[src/pwr_budget_pkg.sv]
// Shared constants, field layouts and carrier types for the power budget
// register bank.
// Assumes a single 125 MHz core clock and a plain word-wide register port.
package pwr_budget_pkg;

  // ---------------------------------------------------------------------
  // Bus geometry
  // ---------------------------------------------------------------------
  localparam int ADDR_W = 12;
  localparam int DATA_W = 32;

  // ---------------------------------------------------------------------
  // Register offsets
  // ---------------------------------------------------------------------
  localparam logic [ADDR_W-1:0] OFF_CAP_HEADER = 12'h280;
  localparam logic [ADDR_W-1:0] OFF_DATA_SELECT = 12'h284;
  localparam logic [ADDR_W-1:0] OFF_DATA_WINDOW = 12'h288;
  localparam logic [ADDR_W-1:0] OFF_CAP_FLAGS = 12'h28C;
  localparam logic [ADDR_W-1:0] OFF_VALUE_BASE = 12'h300;
  localparam logic [ADDR_W-1:0] OFF_SWITCH_CONTROL = 12'h404;
  localparam logic [ADDR_W-1:0] OFF_LOCK_STATUS = 12'h408;
  localparam int VALUE_COUNT = 8;
  localparam int VALUE_STRIDE = 4;

  // ---------------------------------------------------------------------
  // Field positions and widths
  // ---------------------------------------------------------------------
  localparam int SELECT_W = 8;
  localparam int SA_BIT = 0;
  localparam int UNLOCK_BIT = 0;
  localparam int LOCKED_WRITE_BIT = 0;

  // ---------------------------------------------------------------------
  // Reset values and field encodings
  // ---------------------------------------------------------------------
  localparam logic [DATA_W-1:0] CAP_HEADER_RESET = 32'h0000_0000;
  localparam logic [SELECT_W-1:0] SELECT_RESET = 8'h00;
  localparam logic [SELECT_W-1:0] SELECT_LAST = 8'h07;
  localparam logic SA_RESET = 1'b0;
  localparam logic UNLOCK_RESET = 1'b0;
  localparam logic [15:0] CAP_ID_POWER_BUDGET = 16'h0004;
  localparam logic [3:0] CAP_VER_ONE = 4'h1;
  localparam logic [DATA_W-1:0] ZERO_WORD = 32'h0000_0000;

  // ---------------------------------------------------------------------
  // Carrier types
  // ---------------------------------------------------------------------
  typedef struct packed {
    logic [ADDR_W-1:0] addr;
    logic [DATA_W-1:0] wdata;
    logic wr;
    logic rd;
  } bus_req_s;

  // Layout of the capability header word, most significant field first.
  typedef struct packed {
    logic [11:0] next_capability_pointer;
    logic [3:0] capability_version;
    logic [15:0] capability_identifier;
  } cap_header_s;

endpackage

[src/budget_value_store.sv]
// Storage for the eight power budget data value words.
// Assumes the caller gates writes; this store has no reset so its
// contents survive every reset of the surrounding logic.
`timescale 1ns/1ps

module budget_value_store
  import pwr_budget_pkg::*;
#(
  parameter int COUNT = VALUE_COUNT,
  parameter int WIDTH = DATA_W
) (
  // Clock
  input wire logic clk,
  // Write side
  input wire logic wr_en,
  input wire logic [$clog2(COUNT)-1:0] wr_idx,
  input wire logic [WIDTH-1:0] wr_data,
  // Read side
  input wire logic [$clog2(COUNT)-1:0] rd_idx,
  output logic [WIDTH-1:0] rd_data
);

  typedef struct packed {
    logic [COUNT-1:0][WIDTH-1:0] word;
  } store_s;

  store_s state_reg;
  store_s state_next;

  // ---------------------------------------------------------------------
  // Next state
  // ---------------------------------------------------------------------
  always_comb begin
    state_next = state_reg;
    if (wr_en) begin
      state_next.word[wr_idx] = wr_data;
    end
  end

  // ---------------------------------------------------------------------
  // Storage
  // ---------------------------------------------------------------------
  // Deliberately unreset: the words are sticky and have no defined value.
  always_ff @(posedge clk) begin
    state_reg <= state_next;
  end

  assign rd_data = state_reg.word[rd_idx];

endmodule

[src/power_budget_capability_regs.sv]
// Power budgeting capability register bank of the switch.
// Assumes a same-clock master on the plain register port, a fundamental
// reset on arst_n and a synchronous hot reset from core logic.
//
// What this block does
// - Header low 16 bits hold capability identifier
// - Header bits 19:16 hold capability version
// - Eight-bit selector picks word for window
// - Selector above seven makes window read zero
// - Window returns selected word, else zero
// - Bit zero flags power already system allocated
// - Eight value words, first at 0x300
// - Value words writable only while unlocked
// - Locked value words discard writes unchanged
//
// Local design decision: the strobed register port.
`timescale 1ns/1ps

module power_budget_capability_regs
  import pwr_budget_pkg::*;
#(
  parameter int COUNT = VALUE_COUNT
) (
  // Clock and resets
  input wire logic clk,
  input wire logic arst_n,
  input wire logic hot_reset,
  // Register port
  input wire bus_req_s req,
  output logic [DATA_W-1:0] rdata,
  // Status towards the switch core
  output logic system_allocated_flag,
  output logic budget_value_unlock,
  output logic capability_present
);

  localparam int IDX_W = $clog2(COUNT);

  // ---------------------------------------------------------------------
  // State
  // ---------------------------------------------------------------------
  typedef struct packed {
    cap_header_s header;
    logic [SELECT_W-1:0] value_selector;
    logic sa;
    logic unlock;
    logic locked_write;
    logic present;
    logic [DATA_W-1:0] rdata;
  } regs_s;

  regs_s state_reg;
  regs_s state_next;

  // ---------------------------------------------------------------------
  // Decode helpers
  // ---------------------------------------------------------------------
  // True when the address falls on one of the value words.
  function automatic logic is_value_addr(input logic [ADDR_W-1:0] a);
    logic [ADDR_W-1:0] span;
    logic hit;
    span = ADDR_W'(COUNT * VALUE_STRIDE);
    hit = (a >= OFF_VALUE_BASE) && (a < OFF_VALUE_BASE + span);
    return hit && (a[1:0] == 2'b00);
  endfunction

  // Word index of a value address; only meaningful when is_value_addr.
  function automatic logic [IDX_W-1:0] value_index(
    input logic [ADDR_W-1:0] a
  );
    logic [ADDR_W-1:0] rel;
    rel = a - OFF_VALUE_BASE;
    return rel[IDX_W+1:2];
  endfunction

  // Whether a selector value names an implemented word.
  function automatic logic select_in_range(
    input logic [SELECT_W-1:0] s
  );
    return s <= SELECT_LAST;
  endfunction

  // ---------------------------------------------------------------------
  // Value word storage
  // ---------------------------------------------------------------------
  logic value_wr;
  logic [IDX_W-1:0] value_wr_idx;
  logic [IDX_W-1:0] value_rd_idx;
  logic [DATA_W-1:0] value_rd_data;
  logic value_hit;

  assign value_hit = is_value_addr(req.addr);
  assign value_wr_idx = value_index(req.addr);
  assign value_wr = req.wr && value_hit && state_reg.unlock;

  // A direct read of a value word uses the bus address; otherwise the
  // store is steered by the selector so the window can be served.
  assign value_rd_idx = value_hit ? value_wr_idx
                                  : state_reg.value_selector[IDX_W-1:0];

  budget_value_store #(
    .COUNT(COUNT),
    .WIDTH(DATA_W)
  ) u_store (
    .clk(clk),
    .wr_en(value_wr),
    .wr_idx(value_wr_idx),
    .wr_data(req.wdata),
    .rd_idx(value_rd_idx),
    .rd_data(value_rd_data)
  );

  // ---------------------------------------------------------------------
  // Read data selection
  // ---------------------------------------------------------------------
  logic [DATA_W-1:0] read_word;

  always_comb begin
    read_word = ZERO_WORD;
    if (value_hit) begin
      read_word = value_rd_data;
    end else begin
      case (req.addr)
        OFF_CAP_HEADER: begin
          read_word = state_reg.header;
        end
        OFF_DATA_SELECT: begin
          read_word = {{(DATA_W-SELECT_W){1'b0}},
                       state_reg.value_selector};
        end
        OFF_DATA_WINDOW: begin
          if (select_in_range(state_reg.value_selector)) begin
            read_word = value_rd_data;
          end else begin
            read_word = ZERO_WORD;
          end
        end
        OFF_CAP_FLAGS: begin
          read_word[SA_BIT] = state_reg.sa;
        end
        OFF_SWITCH_CONTROL: begin
          read_word[UNLOCK_BIT] = state_reg.unlock;
        end
        OFF_LOCK_STATUS: begin
          read_word[LOCKED_WRITE_BIT] = state_reg.locked_write;
        end
        default: begin
          read_word = ZERO_WORD;
        end
      endcase
    end
  end

  // ---------------------------------------------------------------------
  // Next state
  // ---------------------------------------------------------------------
  // Header and flag fields are lockable: like the value words they take
  // writes only while unlocked; a refused write to any of them sets locked_write.
  logic locked_write_event;
  logic header_wr;
  logic flags_wr;

  assign header_wr = req.wr && (req.addr == OFF_CAP_HEADER);
  assign flags_wr = req.wr && (req.addr == OFF_CAP_FLAGS);
  assign locked_write_event = !state_reg.unlock &&
                              (value_wr == 1'b0) &&
                              req.wr &&
                              (value_hit || header_wr || flags_wr);

  always_comb begin
    state_next = state_reg;
    state_next.rdata = req.rd ? read_word : ZERO_WORD;

    if (req.wr) begin
      case (req.addr)
        OFF_CAP_HEADER: begin
          if (state_reg.unlock) begin
            state_next.header = cap_header_s'(req.wdata);
          end
        end
        OFF_DATA_SELECT: begin
          state_next.value_selector = req.wdata[SELECT_W-1:0];
        end
        OFF_CAP_FLAGS: begin
          if (state_reg.unlock) begin
            state_next.sa = req.wdata[SA_BIT];
          end
        end
        OFF_SWITCH_CONTROL: begin
          state_next.unlock = req.wdata[UNLOCK_BIT];
        end
        OFF_LOCK_STATUS: begin
          if (req.wdata[LOCKED_WRITE_BIT]) begin
            state_next.locked_write = 1'b0;
          end
        end
        default: begin
          state_next.locked_write = state_reg.locked_write;
        end
      endcase
    end

    // A refused write in the same cycle as the clear still records.
    if (locked_write_event) begin
      state_next.locked_write = 1'b1;
    end

    state_next.present =
      (state_next.header.capability_identifier == CAP_ID_POWER_BUDGET) &&
      (state_next.header.capability_version == CAP_VER_ONE);

    // Hot reset returns the non-sticky fields to their reset values; the
    // value words sit in the unreset store and are untouched.
    if (hot_reset) begin
      state_next.header = cap_header_s'(CAP_HEADER_RESET);
      state_next.value_selector = SELECT_RESET;
      state_next.sa = SA_RESET;
      state_next.unlock = UNLOCK_RESET;
      state_next.locked_write = 1'b0;
      state_next.present = 1'b0;
      state_next.rdata = ZERO_WORD;
    end
  end

  // ---------------------------------------------------------------------
  // State register
  // ---------------------------------------------------------------------
  always_ff @(posedge clk or negedge arst_n) begin
    if (!arst_n) begin
      state_reg.header <= cap_header_s'(CAP_HEADER_RESET);
      state_reg.value_selector <= SELECT_RESET;
      state_reg.sa <= SA_RESET;
      state_reg.unlock <= UNLOCK_RESET;
      state_reg.locked_write <= 1'b0;
      state_reg.present <= 1'b0;
      state_reg.rdata <= ZERO_WORD;
    end else begin
      state_reg <= state_next;
    end
  end

  // ---------------------------------------------------------------------
  // Outputs
  // ---------------------------------------------------------------------
  assign rdata = state_reg.rdata;
  assign system_allocated_flag = state_reg.sa;
  assign budget_value_unlock = state_reg.unlock;
  assign capability_present = state_reg.present;

endmodule

[config.mk]
export PLATFORM = sky130hd
export DESIGN_NAME = power_budget_capability_regs
export DESIGN_NICKNAME = d
export VERILOG_FILES = /design/src/pwr_budget_pkg.sv /design/src/budget_value_store.sv /design/src/power_budget_capability_regs.sv
export SDC_FILE = /design/constraint.sdc
export NUM_CORES = 1
export LEC_CHECK = 0
export BUFFER_PORTS_ARGS = -buffer_cell sky130_fd_sc_hd__buf_2
export CORE_MARGIN = 5
export CORE_UTILIZATION = 25
export DETAILED_ROUTE_END_ITERATION = 16
export GPL_ROUTABILITY_DRIVEN = 0
export HOLD_SLACK_MARGIN = 0.12
export PLACE_DENSITY_LB_ADDON = 0.2
export SYNTH_ARGS = -nofsm -noshare
export SYNTH_HDL_FRONTEND = slang
export SYNTH_SLANG_ARGS = --single-unit
[constraint.sdc]
create_clock -name clk -period 9 [get_ports clk]
set_clock_uncertainty 0.1 [all_clocks]
set_input_delay 2.7 -clock clk [delete_from_list [all_inputs] [get_ports clk]]
set_output_delay 2.7 -clock clk [all_outputs]
set_load 0.01 [all_outputs]
==> results.ini, run 1 <==
[outcome]
run_status=completed

[setup_path]
end_kind=flip-flop
slowest_delay_ns=0.88
required_ns=9.37
path_class=in2reg
cp_num_buf_inv=3
worstSetupStartpointType=input port
path_max_fanout=25
worst-endpoint-arrival_ns=6.00
crit_top_cell=buf_4
cp_slowest_cell=nor2_1
crit_chain=buf_2 > nor3b_1 > nand3_1 > buf_4 > mux2_1 > buf_4 > nor2_1 > a32oi_1 > nand2_1
critPathTopFamily=simple AND/OR/NAND/NOR gates

[die]
die-area_um2=59300
core_area_um2=53900
die_x_um=244
rows=85
fp.dieH_um=244
pin_count=84
start_util_pct=25.3

[grt]
grt.overflow.total=0
grt_pass1_vias=8588
grt_usage_pct=12.9
grt_max_degree=63
antenna_found_initial=2
grt_pass1_wl_um=58600

[clock_tree]
clk_latency_ns=0.52
ctsResizeCount=0
cts.sinks=332
cts_buffer_depth=3
post_cts_buffers=0
cts.clk_slew.worst_paths_ns=0.06
cts-root-buf=clkbuf_16
cts_tree=built
cts_max_level=2
hold_buffers=0
cts_buffers=36

[sta]
tightest_slew_ns=1.12
max-slew-margin-rel_pct=25.0
fin_setup_tns_ns=0
rsz0062_at_grt=false
finalSetupViolCount=0
max_freq_mhz=177
maxSlewViolCount=0
hold_viol_final=0
fin_crit_ns=5.64
period_share_pct=62.6
setup_ws_ns=3.36

[power]
irDropWorstVdd_uv=91.3
power.net_switching_w=0.000647
power.leakage_nw=5.61
p_int_w=0.00253
clock_power_share_pct=46.0
p_per_area_nw_per_um2=200
pwr-share-seq_pct=52.0
switching_share_pct=20.4
p_comb_share_pct=2.0

[finish]
drive_above_1_share_pct=18.2
instances_no_fill=1826
largest_reg_flops=256
fin_nets=1149
finish.instance_area_um2=15900
fillers=5436
area_growth_pct=16.2

[synth]
ys_types=51
yosysSeqAreaShare_pct=70.3
async_reset_ff_share_pct=22.9
ys.flop_type=edfxtp_1
synth.area.top_cells=edfxtp_1, dfrtp_1, nand2_1
synth_enable_flop_cells=256
synth_warnings=0
syn_nets=1095
synth_top_area_share_pct=56.4
syn_inst=1046
avgSynthCellArea_um2=13.0
synth_area_um2=13600
synth_seq_cells=332
netlist.top_cell.by_area=edfxtp_1

[run]
drv_cap=0

[routing]
wire_per_inst_um=21.5
via_per_inst=4.61
drt_first_pass_iters=6
routed_wl_um=39200
drc=0
vias=8414
drtIter0Drc=712
ant_nets=0

[place]
placed_cells=1758
hpwl_um=23900
dpl-instance-area_um2=14700
pre_cts_slack_ns=2.81
portBuffers=83

[worst_hold_path]
min_path_type=reg2reg

==> area by class of cell <==
cell class	instances	area [um^2]	area share (%)
Antenna cell	2	5.00	0.0316
Tap cell	696	871	5.49
Clock inverter	19	168	1.06
Sequential cell	332	9590	60.5
Timing Repair Buffer	107	598	3.77
Inverter	3	11.3	0.0710
Clock buffer	47	993	6.27
Multi-Input combinational cell	620	3620	22.8
==> worst paths after layout <==
| check | startpoint | to | slack, ns | cells past startpoint |
|---|---|---|---|---|
| setup reg to reg | state_reg[43] | rdata[18] | 5.98 | 8 |
| setup / recovery | req[39] | rdata[18] | 3.36 | 9 |
| max in group asynchronous | arst_n | state_reg[67] | 5.69 | 2 |
| min in group asynchronous | arst_n | rdata[3] | 2.00 | 1 |
| hold reg to reg | state_reg[75] | rdata[31] | 0.38 | 2 |
| hold / removal | state_reg[75] | rdata[31] | 0.38 | 2 |
==> layout by cell type, fill, tap and decap left out, types with 4 or more instances in the layout <==
cell type	instances
and2_1	7
a211oi_1	8
nand2_1	258
nand2b_1	4
edfxtp_1	256
clkinv_1	8
mux2i_1	26
mux2_2	6
a211o_1	4
clkbuf_1	7
a21oi_1	67
buf_4	25
dfrtp_1	76
nor3_2	6
nor2b_1	6
clkinv_2	6
nor4b_1	4
a32oi_1	12
nand3_1	81
a31oi_1	15
o21ai_1	5
nor4_1	8
clkbuf_16	37
o21ai_0	20
mux4_2	18
nor2_1	21
buf_2	82
==> layer usage <==
layer / global-route usage (%) / vias to the layer above / wire length [um]
met2: 20.9 / 212 / 18300
met5: 0 / - / 10
met1: 18.1 / 4237 / 18400
met3: 2.54 / 58 / 1890
li1: - / 3905 / -
met4: 2.82 / 2 / 680
==> stage by stage <==
stage	hold slack, ns	total power, W	util, %
4_1_cts	0.388	0.00322	29.4
5_1_grt	0.409	0.00329	29.4
3_5_place_dp	0.375	0.00175	27.2
2_1_floorplan	0.345	0.00170	-
3_3_place_gp	0.369	0.00175	27.2
6_report	0.385	0.00318	29.4
==> synth_stat cells, types with 2 or more instances <==
master / n
a211o_1: 4
a211oi_1: 8
a21oi_1: 67
a22oi_1: 3
a31oi_1: 15
a32oi_1: 12
and2_1: 7
and3_1: 2
buf_1: 5
buf_2: 11
buf_4: 32
buf_6: 5
clkbuf_1: 38
dfrtp_1: 76
edfxtp_1: 256
inv_1: 3
mux2_2: 6
mux2i_1: 28
mux4_2: 18
nand2_1: 258
nand2b_1: 4
nand3_1: 81
nand3b_1: 2
nand4_1: 3
nand4b_1: 2
nor2_1: 22
nor2_2: 2
nor2b_1: 6
nor3_1: 6
nor3_2: 2
nor3b_1: 3
nor4_1: 11
nor4b_1: 4
o21ai_0: 20
o21ai_1: 5
o31ai_1: 3
or4_4: 2
==> power groups by stage <==
stage                     logic [W]  registers (W)  clock network, W
after global routing      0.0000693        0.00165           0.00157
after detailed placement  0.0000641        0.00168                 0
final                     0.0000626        0.00165           0.00146
after floorplan           0.0000144        0.00168                 0
after CTS                 0.0000641        0.00165           0.00150
after global placement    0.0000638        0.00168                 0
==> tightest hold or removal path: stages, from the launching register on <==
cell and delay (ns):
dfrtp_1 0.34, nand2_1 0.05, nand2_1 0.06
==> cells by family (layout without fill, tap and decap cells) <==
kind of cell | count (synthesis) | after routing | share of synthesized area, %
other cells | 0 | 2 | 0
buf+inv | 94 | 176 | 3.84
simple gates | 420 | 420 | 13.7
compound gates | 146 | 146 | 6.42
flops | 332 | 332 | 70.3
mux | 54 | 54 | 5.72
Power figures use the tool's default switching activity.
==> inputs of run 2 (changes only) <==
--- a/config.mk
+++ b/config.mk
@@ -5,6 +5,7 @@
 export SDC_FILE = /design/constraint.sdc
 export NUM_CORES = 1
 export LEC_CHECK = 0
+export ABC_AREA = 1
 export BUFFER_PORTS_ARGS = -buffer_cell sky130_fd_sc_hd__buf_2
 export CORE_MARGIN = 5
 export CORE_UTILIZATION = 25
==> constraint.sdc (replaced) <==
create_clock -name clk -period 5.3 [get_ports clk]
set_clock_uncertainty 0.1 [all_clocks]
set_input_delay 1.59 -clock clk [delete_from_list [all_inputs] [get_ports clk]]
set_output_delay 1.59 -clock clk [all_outputs]
set_load 0.01 [all_outputs]
==> run 2 against run 1 <==
Clock power rose by 73%. Largest power group unchanged. Final area is 2.9% higher. Register-to-register slack worse by 3.0 ns. Global-route usage grew 0.23 points. Area after synthesis rose by 3.3%. Core utilization shrank 0.31 points. Synthesized cell count rose by 25%. Combinational power is 63% higher. Non-clock buffer count did not move. Clock-buffer cell count is 8 higher. Power is 71% higher.
==> results.ini, run 2 <==
[setup_path]
crit_chain=buf_2 > nor2_2 > nand3_2 > nor2_4 > nand2_4 > nor2_4 > buf_4 > nand2_1 > o21ai_2 > nand3_1 > nor2_1 > nand2_1 > nor2_1  ; was buf_2 > nor3b_1 > nand3_1 > buf_4 > mux2_1 > buf_4 > nor2_1 > a32oi_1 > nand2_1
path_class=in2reg  ; unchanged
worst-endpoint-arrival_ns=3.91  ; was 6.00 ns
cp_slowest_cell=nor2_4  ; was nor2_1
worstSetupStartpointType=input port  ; unchanged
critPathTopFamily=simple AND/OR/NAND/NOR gates  ; unchanged
r2r_start=budget_value_unlock  ; was state_reg[43]
ff2ff_path_depth=9  ; was 8
path_max_fanout=28  ; was 25
r2r_setup_slack_ns=2.94  ; was 5.98 ns
required_ns=5.67  ; was 9.37 ns
startpoint=req[38]  ; was req[39]
r2r-end=capability_present  ; was rdata[18]
cp_num_buf_inv=2  ; was 3
slowest_delay_ns=0.55  ; was 0.88 ns
end_kind=flip-flop  ; unchanged

[routing]
ant_nets=0  ; unchanged
drc=0  ; unchanged
route.met2.wl_um=19600  ; was 18300 um
drt_first_pass_iters=5  ; was 6
routed_wl_um=40400  ; was 39200 um
via_per_inst=4.44  ; was 4.61
wl_met3_um=1760  ; was 1890 um
drtIter0Drc=697  ; was 712
wire_per_inst_um=18.9  ; was 21.5 um
vias=9483  ; was 8414
top_layer_used=met5  ; unchanged
wl_met1_um=18300  ; was 18400 um

[clock_tree]
cts-root-buf=clkbuf_16  ; unchanged
post_cts_buffers=0  ; unchanged
ctsResizeCount=0  ; unchanged
cts_tree=built  ; unchanged
cts.sinks=332  ; unchanged
hold_buffers=0  ; unchanged
cts_buffers=38  ; was 36
clk_latency_ns=0.54  ; was 0.52 ns
cts_max_level=2  ; unchanged
cts.clk_slew.worst_paths_ns=0.06  ; about the same
cts_buffer_depth=3  ; unchanged

[synth]
synth.area.top_cells=edfxtp_1, dfrtp_1, nand3_1  ; was edfxtp_1, dfrtp_1, nand2_1
synth_seq_cells=332  ; unchanged
ys.flop_type=edfxtp_1  ; unchanged
syn_nets=1356  ; was 1095
yosysSeqAreaShare_pct=68.1  ; was 70.3%
ys_types=30  ; was 51
synth_most_common_cell=nand2_1  ; unchanged
synth_common_cells=nand2_1, nand3_1, edfxtp_1  ; was nand2_1, edfxtp_1, nand3_1
synth_area_um2=14100  ; was 13600 um^2
async_reset_ff_share_pct=22.9  ; unchanged
synth_warnings=0  ; unchanged
syn_inst=1307  ; was 1046
synth_enable_flop_cells=256  ; unchanged
avgSynthCellArea_um2=10.8  ; was 13.0 um^2
netlist.top_cell.by_area=edfxtp_1  ; unchanged
synth_top_area_share_pct=54.6  ; was 56.4%

[power]
p_int_w=0.00433  ; was 0.00253 W
p_comb_share_pct=1.9  ; was 2.0%
power.leakage_nw=6.63  ; was 5.61 nW
pwr-share-seq_pct=51.6  ; was 52.0%
clock_power_share_pct=46.5  ; was 46.0%
switching_share_pct=20.4  ; about the same
p_per_area_nw_per_um2=333  ; was 200 nW/um^2
irDropWorstVdd_uv=188  ; was 91.3 uV
power.net_switching_w=0.00111  ; was 0.000647 W

[die]
start_util_pct=25.1  ; was 25.3%
die_x_um=247  ; was 244 um
die-area_um2=61200  ; was 59300 um^2
rows=87  ; was 85
core_area_um2=56100  ; was 53900 um^2
pin_count=84  ; unchanged
fp.dieH_um=247  ; was 244 um

[grt]
grt_pass1_vias=9471  ; was 8588
grt_pass1_wl_um=61200  ; was 58600 um
grt_max_degree=129  ; was 63
grt.overflow.total=0  ; unchanged
grt_usage_pct=13.2  ; was 12.9%
antenna_found_initial=2  ; unchanged

[worst_hold_path]
min_path_type=reg2reg  ; unchanged
whs_endpoint=state_reg[64]  ; was rdata[31]
hold_path_depth=2  ; unchanged
hp-start=state_reg[64]  ; was state_reg[75]

[sta]
max_freq_mhz=283
fin_crit_ns=3.54
rsz0062_at_grt=false  ; unchanged
tightest_slew_ns=0.955  ; was 1.12 ns
max-slew-margin-rel_pct=36.3  ; was 25.0%
fin_setup_tns_ns=0  ; unchanged
period_share_pct=66.7
finalSetupViolCount=0  ; unchanged
hold_viol_final=0  ; unchanged
maxSlewViolCount=0  ; unchanged

[finish]
layout_common_cells=nand2_1, nand3_1, edfxtp_1  ; was nand2_1, edfxtp_1, buf_2
drive_above_1_share_pct=14.2  ; was 18.2%
largest_reg_flops=256  ; unchanged
fin_nets=1402  ; was 1149
diodes=0  ; was 2
area_growth_pct=15.7  ; was 16.2%
fin_util_pct=29.1  ; was 29.4%
fillers=5846  ; was 5436
layout_commonest_cell=nand2_1  ; unchanged

[place]
portBuffers=83  ; unchanged
hpwl_um=22200  ; was 23900 um

[outcome]
run_status=completed  ; unchanged

[run]
drv_cap=0  ; unchanged

## run 2: changes by cell type in the layout (fill, tap and decap cells not counted), moves of 18 or more
cell	delta
mux4_2	-18
nand3_1	+248
inv_1	+89
nand2_1	+73
mux2i_1	-26
a21oi_1	-63
## run 2: worst min-delay path, cell delays in order, from the launching register on
cell and delay (ns):
dfrtp_1 0.35, nand3_1 0.08, nand2_1 0.05
## run 2: metrics by stage
| stage | cell area, um^2 | hold slack (ns) | total power [W] | setup WS (ns) | cells |
|---|---|---|---|---|---|
| after floorplan | 14100 | 0.372 | 0.00288 | 0.304 | 1307 |
| after global placement | 15100 | 0.385 | 0.00296 | 1.13 | 2069 |
| after detailed placement | 15100 | 0.389 | 0.00296 | 1.13 | 2069 |
| after CTS | 16300 | 0.405 | 0.00552 | 1.72 | 2137 |
| after global routing | 16300 | 0.423 | 0.00564 | 1.50 | 2137 |
| final | 16300 | 0.403 | 0.00544 | 1.76 | 2137 |
## run 2: routing by layer
metal  global-route usage (%)  up-vias
met5                        0        -
met4                     3.44        2
met3                     2.30       49
met2                     22.0      197
met1                     17.8     4698
li1                         -     4537
## run 2: how the worst max path moves through the flow
| stage | slack, ns | cells past startpoint | end |
|---|---|---|---|
| final | 1.76 | 13 | capability_present |
| after global routing | 1.50 | 14 | capability_present |
| after CTS | 1.72 | 13 | capability_present |
| after detailed placement | 1.13 | 13 | capability_present |
| after global placement | 1.13 | 13 | capability_present |
| after floorplan | 0.30 | 7 | u_store.state_reg[128] |
## run 2: power by group through the flow
stage          sequential [W]  clock, W  combinational (W)
2_1_floorplan         0.00286         0          0.0000233
3_3_place_gp          0.00286         0           0.000102
3_5_place_dp          0.00286         0           0.000104
4_1_cts               0.00281   0.00261           0.000104
5_1_grt               0.00280   0.00272           0.000113
6_report              0.00281   0.00253           0.000102
## run 2: cells by family after synthesis
| kind of cell | synth area share, % |
|---|---|
| and+or+nand+nor | 22.8 |
| DFF | 68.1 |
| buffers and inverters | 7.20 |
| AOI/OAI and AO/OA | 1.89 |
## run 2: cell type report
type	count	area, um^2	area share, %
clock inverter	13	109	0.668
multi-input combinational	768	3540	21.7
timing repair buffer	107	648	3.97
inverter	106	399	2.45
clock buffer	55	1080	6.60
tap	756	946	5.80
sequential	332	9590	58.8
==> inputs of run 3 (changes only) <==
==> constraint.sdc (replaced) <==
create_clock -name clk -period 3.4 [get_ports clk]
set_clock_uncertainty 0.1 [all_clocks]
set_input_delay 1.02 -clock clk [delete_from_list [all_inputs] [get_ports clk]]
set_output_delay 1.02 -clock clk [all_outputs]
set_load 0.01 [all_outputs]
==> run 3 against run 2 <==
Wire length up 1.3%. Register-to-register slack lost 1.4 ns. Sequential power grew 56%. Via count rose by 0.34%. Cell count rose by 0.98%. Clock-buffer cell count is 8 lower. Critical path type unchanged. Combinational power is 68% higher.
==> results.ini, run 3 (synthesized netlist as in run 2, its figures left out) <==
[routing]
vias=9515  ; was 9483
drt_first_pass_iters=7  ; was 5
drtIter0Drc=626  ; was 697
ant_nets=0  ; unchanged
wire_per_inst_um=19.0  ; was 18.9 um
via_per_inst=4.41  ; was 4.44
drc=0  ; unchanged
routed_wl_um=41000  ; was 40400 um

[sta]
rsz0062_at_grt=false  ; unchanged
max-slew-margin-rel_pct=56.6  ; was 36.3%
fin_setup_tns_ns=0  ; unchanged
tightest_slew_ns=0.650  ; was 0.955 ns
holdWs_ns=0.384  ; was 0.403 ns
hold_viol_final=0  ; unchanged
finalSetupViolCount=0  ; unchanged
fin_crit_ns=2.45
period_share_pct=72.1
max_freq_mhz=408
setup_ws_ns=0.950  ; was 1.76 ns
maxSlewViolCount=0  ; unchanged

[clock_tree]
cts_buffer_depth=3  ; unchanged
cts-root-buf=clkbuf_16  ; unchanged
cts.sinks=332  ; unchanged
cts_buffers=39  ; was 38
post_cts_buffers=0  ; unchanged
hold_buffers=0  ; unchanged
clk_latency_ns=0.56  ; was 0.54 ns
cts.clk_slew.worst_paths_ns=0.06  ; about the same
cts_tree=built  ; unchanged
ctsResizeCount=0  ; unchanged
cts_max_level=2  ; unchanged

[place]
placed_cells=2085  ; was 2069
portBuffers=83  ; unchanged
pre_cts_slack_ns=0.370  ; was 1.13 ns
hpwl_um=22500  ; was 22200 um

[grt]
grt_usage_pct=13.4  ; was 13.2%
grt_pass1_vias=9677  ; was 9471
grt.overflow.total=0  ; unchanged
antenna_found_initial=2  ; unchanged
grt_pass1_wl_um=62300  ; was 61200 um
grt_max_degree=85  ; was 129

[finish]
drive_above_1_share_pct=16.3  ; was 14.2%
fin_nets=1419  ; was 1402
final-seq-area_um2=9590  ; unchanged
fillers=5751  ; was 5846
largest_reg_flops=256  ; unchanged
instances_no_fill=2158  ; was 2137
fin_util_pct=30.1  ; was 29.1%
area_growth_pct=19.9  ; was 15.7%
layout_common_cells=nand2_1, nand3_1, edfxtp_1  ; unchanged
layout_commonest_cell=nand2_1  ; unchanged
multi_input_area_um2=3590  ; was 3540 um^2

[die]
fp.dieH_um=247  ; unchanged
die-area_um2=61200  ; unchanged
die_x_um=247  ; unchanged
rows=87  ; unchanged
start_util_pct=25.1  ; unchanged
pin_count=84  ; unchanged
core_area_um2=56100  ; unchanged

[outcome]
run_status=completed  ; unchanged

[setup_path]
end_kind=flip-flop  ; unchanged
worstSetupStartpointType=input port  ; unchanged
path_class=in2reg  ; unchanged
required_ns=3.52  ; was 5.67 ns
worst-endpoint-arrival_ns=2.57  ; was 3.91 ns
path_max_fanout=32  ; was 28

[power]
irDropWorstVdd_uv=273  ; was 188 uV
p_per_area_nw_per_um2=538  ; was 333 nW/um^2
power.leakage_nw=6.88  ; was 6.63 nW

[run]
drv_cap=0  ; unchanged

[worst_hold_path]
min_path_type=in2async  ; was reg2reg

-- run 3: final cells by class --
class                   count  share of cell area (%)
diodes                      1                  0.0148
clock buffers              47                    6.20
clock inverters            25                    2.05
inverters                 106                    2.36
multi-input cells         768                    21.3
flip-flops and latches    332                    56.8
well taps                 756                    5.60
repair buffers            123                    5.73
-- run 3: where the power goes --
group / total (W) / internal (W) / switching, W
logic: 0.000171 / 0.0000376 / 0.000133
registers: 0.00437 / 0.00437 / 0.0000000591
clock network: 0.00454 / 0.00282 / 0.00173
total: 0.00909 / 0.00723 / 0.00186
-- run 3: metrics by stage --
| stage | area [um^2] | power, W |
|---|---|---|
| 3_5_place_dp | 15500 | 0.00463 |
| 6_report | 16900 | 0.00909 |
| 2_1_floorplan | 14100 | 0.00450 |
| 5_1_grt | 16900 | 0.00937 |
| 3_3_place_gp | 15500 | 0.00463 |
| 4_1_cts | 16900 | 0.00921 |
-- run 3: worst max-delay path, cell delays in order --
cell	delay (ns)
buf_2	0.10
inv_2	0.03
nand2_1	0.13
inv_1	0.11
nand4_1	0.09
nor2_1	0.28
nand3_1	0.13
buf_4	0.20
nor3_4	0.15
buf_12	0.28
-- run 3: final timing paths --
check,start,to,slack [ns],cells after the start
hold reg to reg,state_reg[71],state_reg[71],0.41,2
setup / recovery,req[34],u_store.state_reg[130],0.95,10
min in group clk,state_reg[71],state_reg[71],0.41,2
setup reg to reg,state_reg[40],rdata[11],1.53,8
hold / removal,arst_n,rdata[30],0.38,1
max in group asynchronous,arst_n,state_reg[54],2.14,2
-- run 3: per-layer routing --
layer  vias to the layer above  GRT usage [%]  routed length (um)
li1                       4570              -                   -
met4                         2           3.39                 784
met1                      4708           17.4               18200
met3                        60           2.34                1620
met2                       175           23.2               20400
met5                         -              0                  13
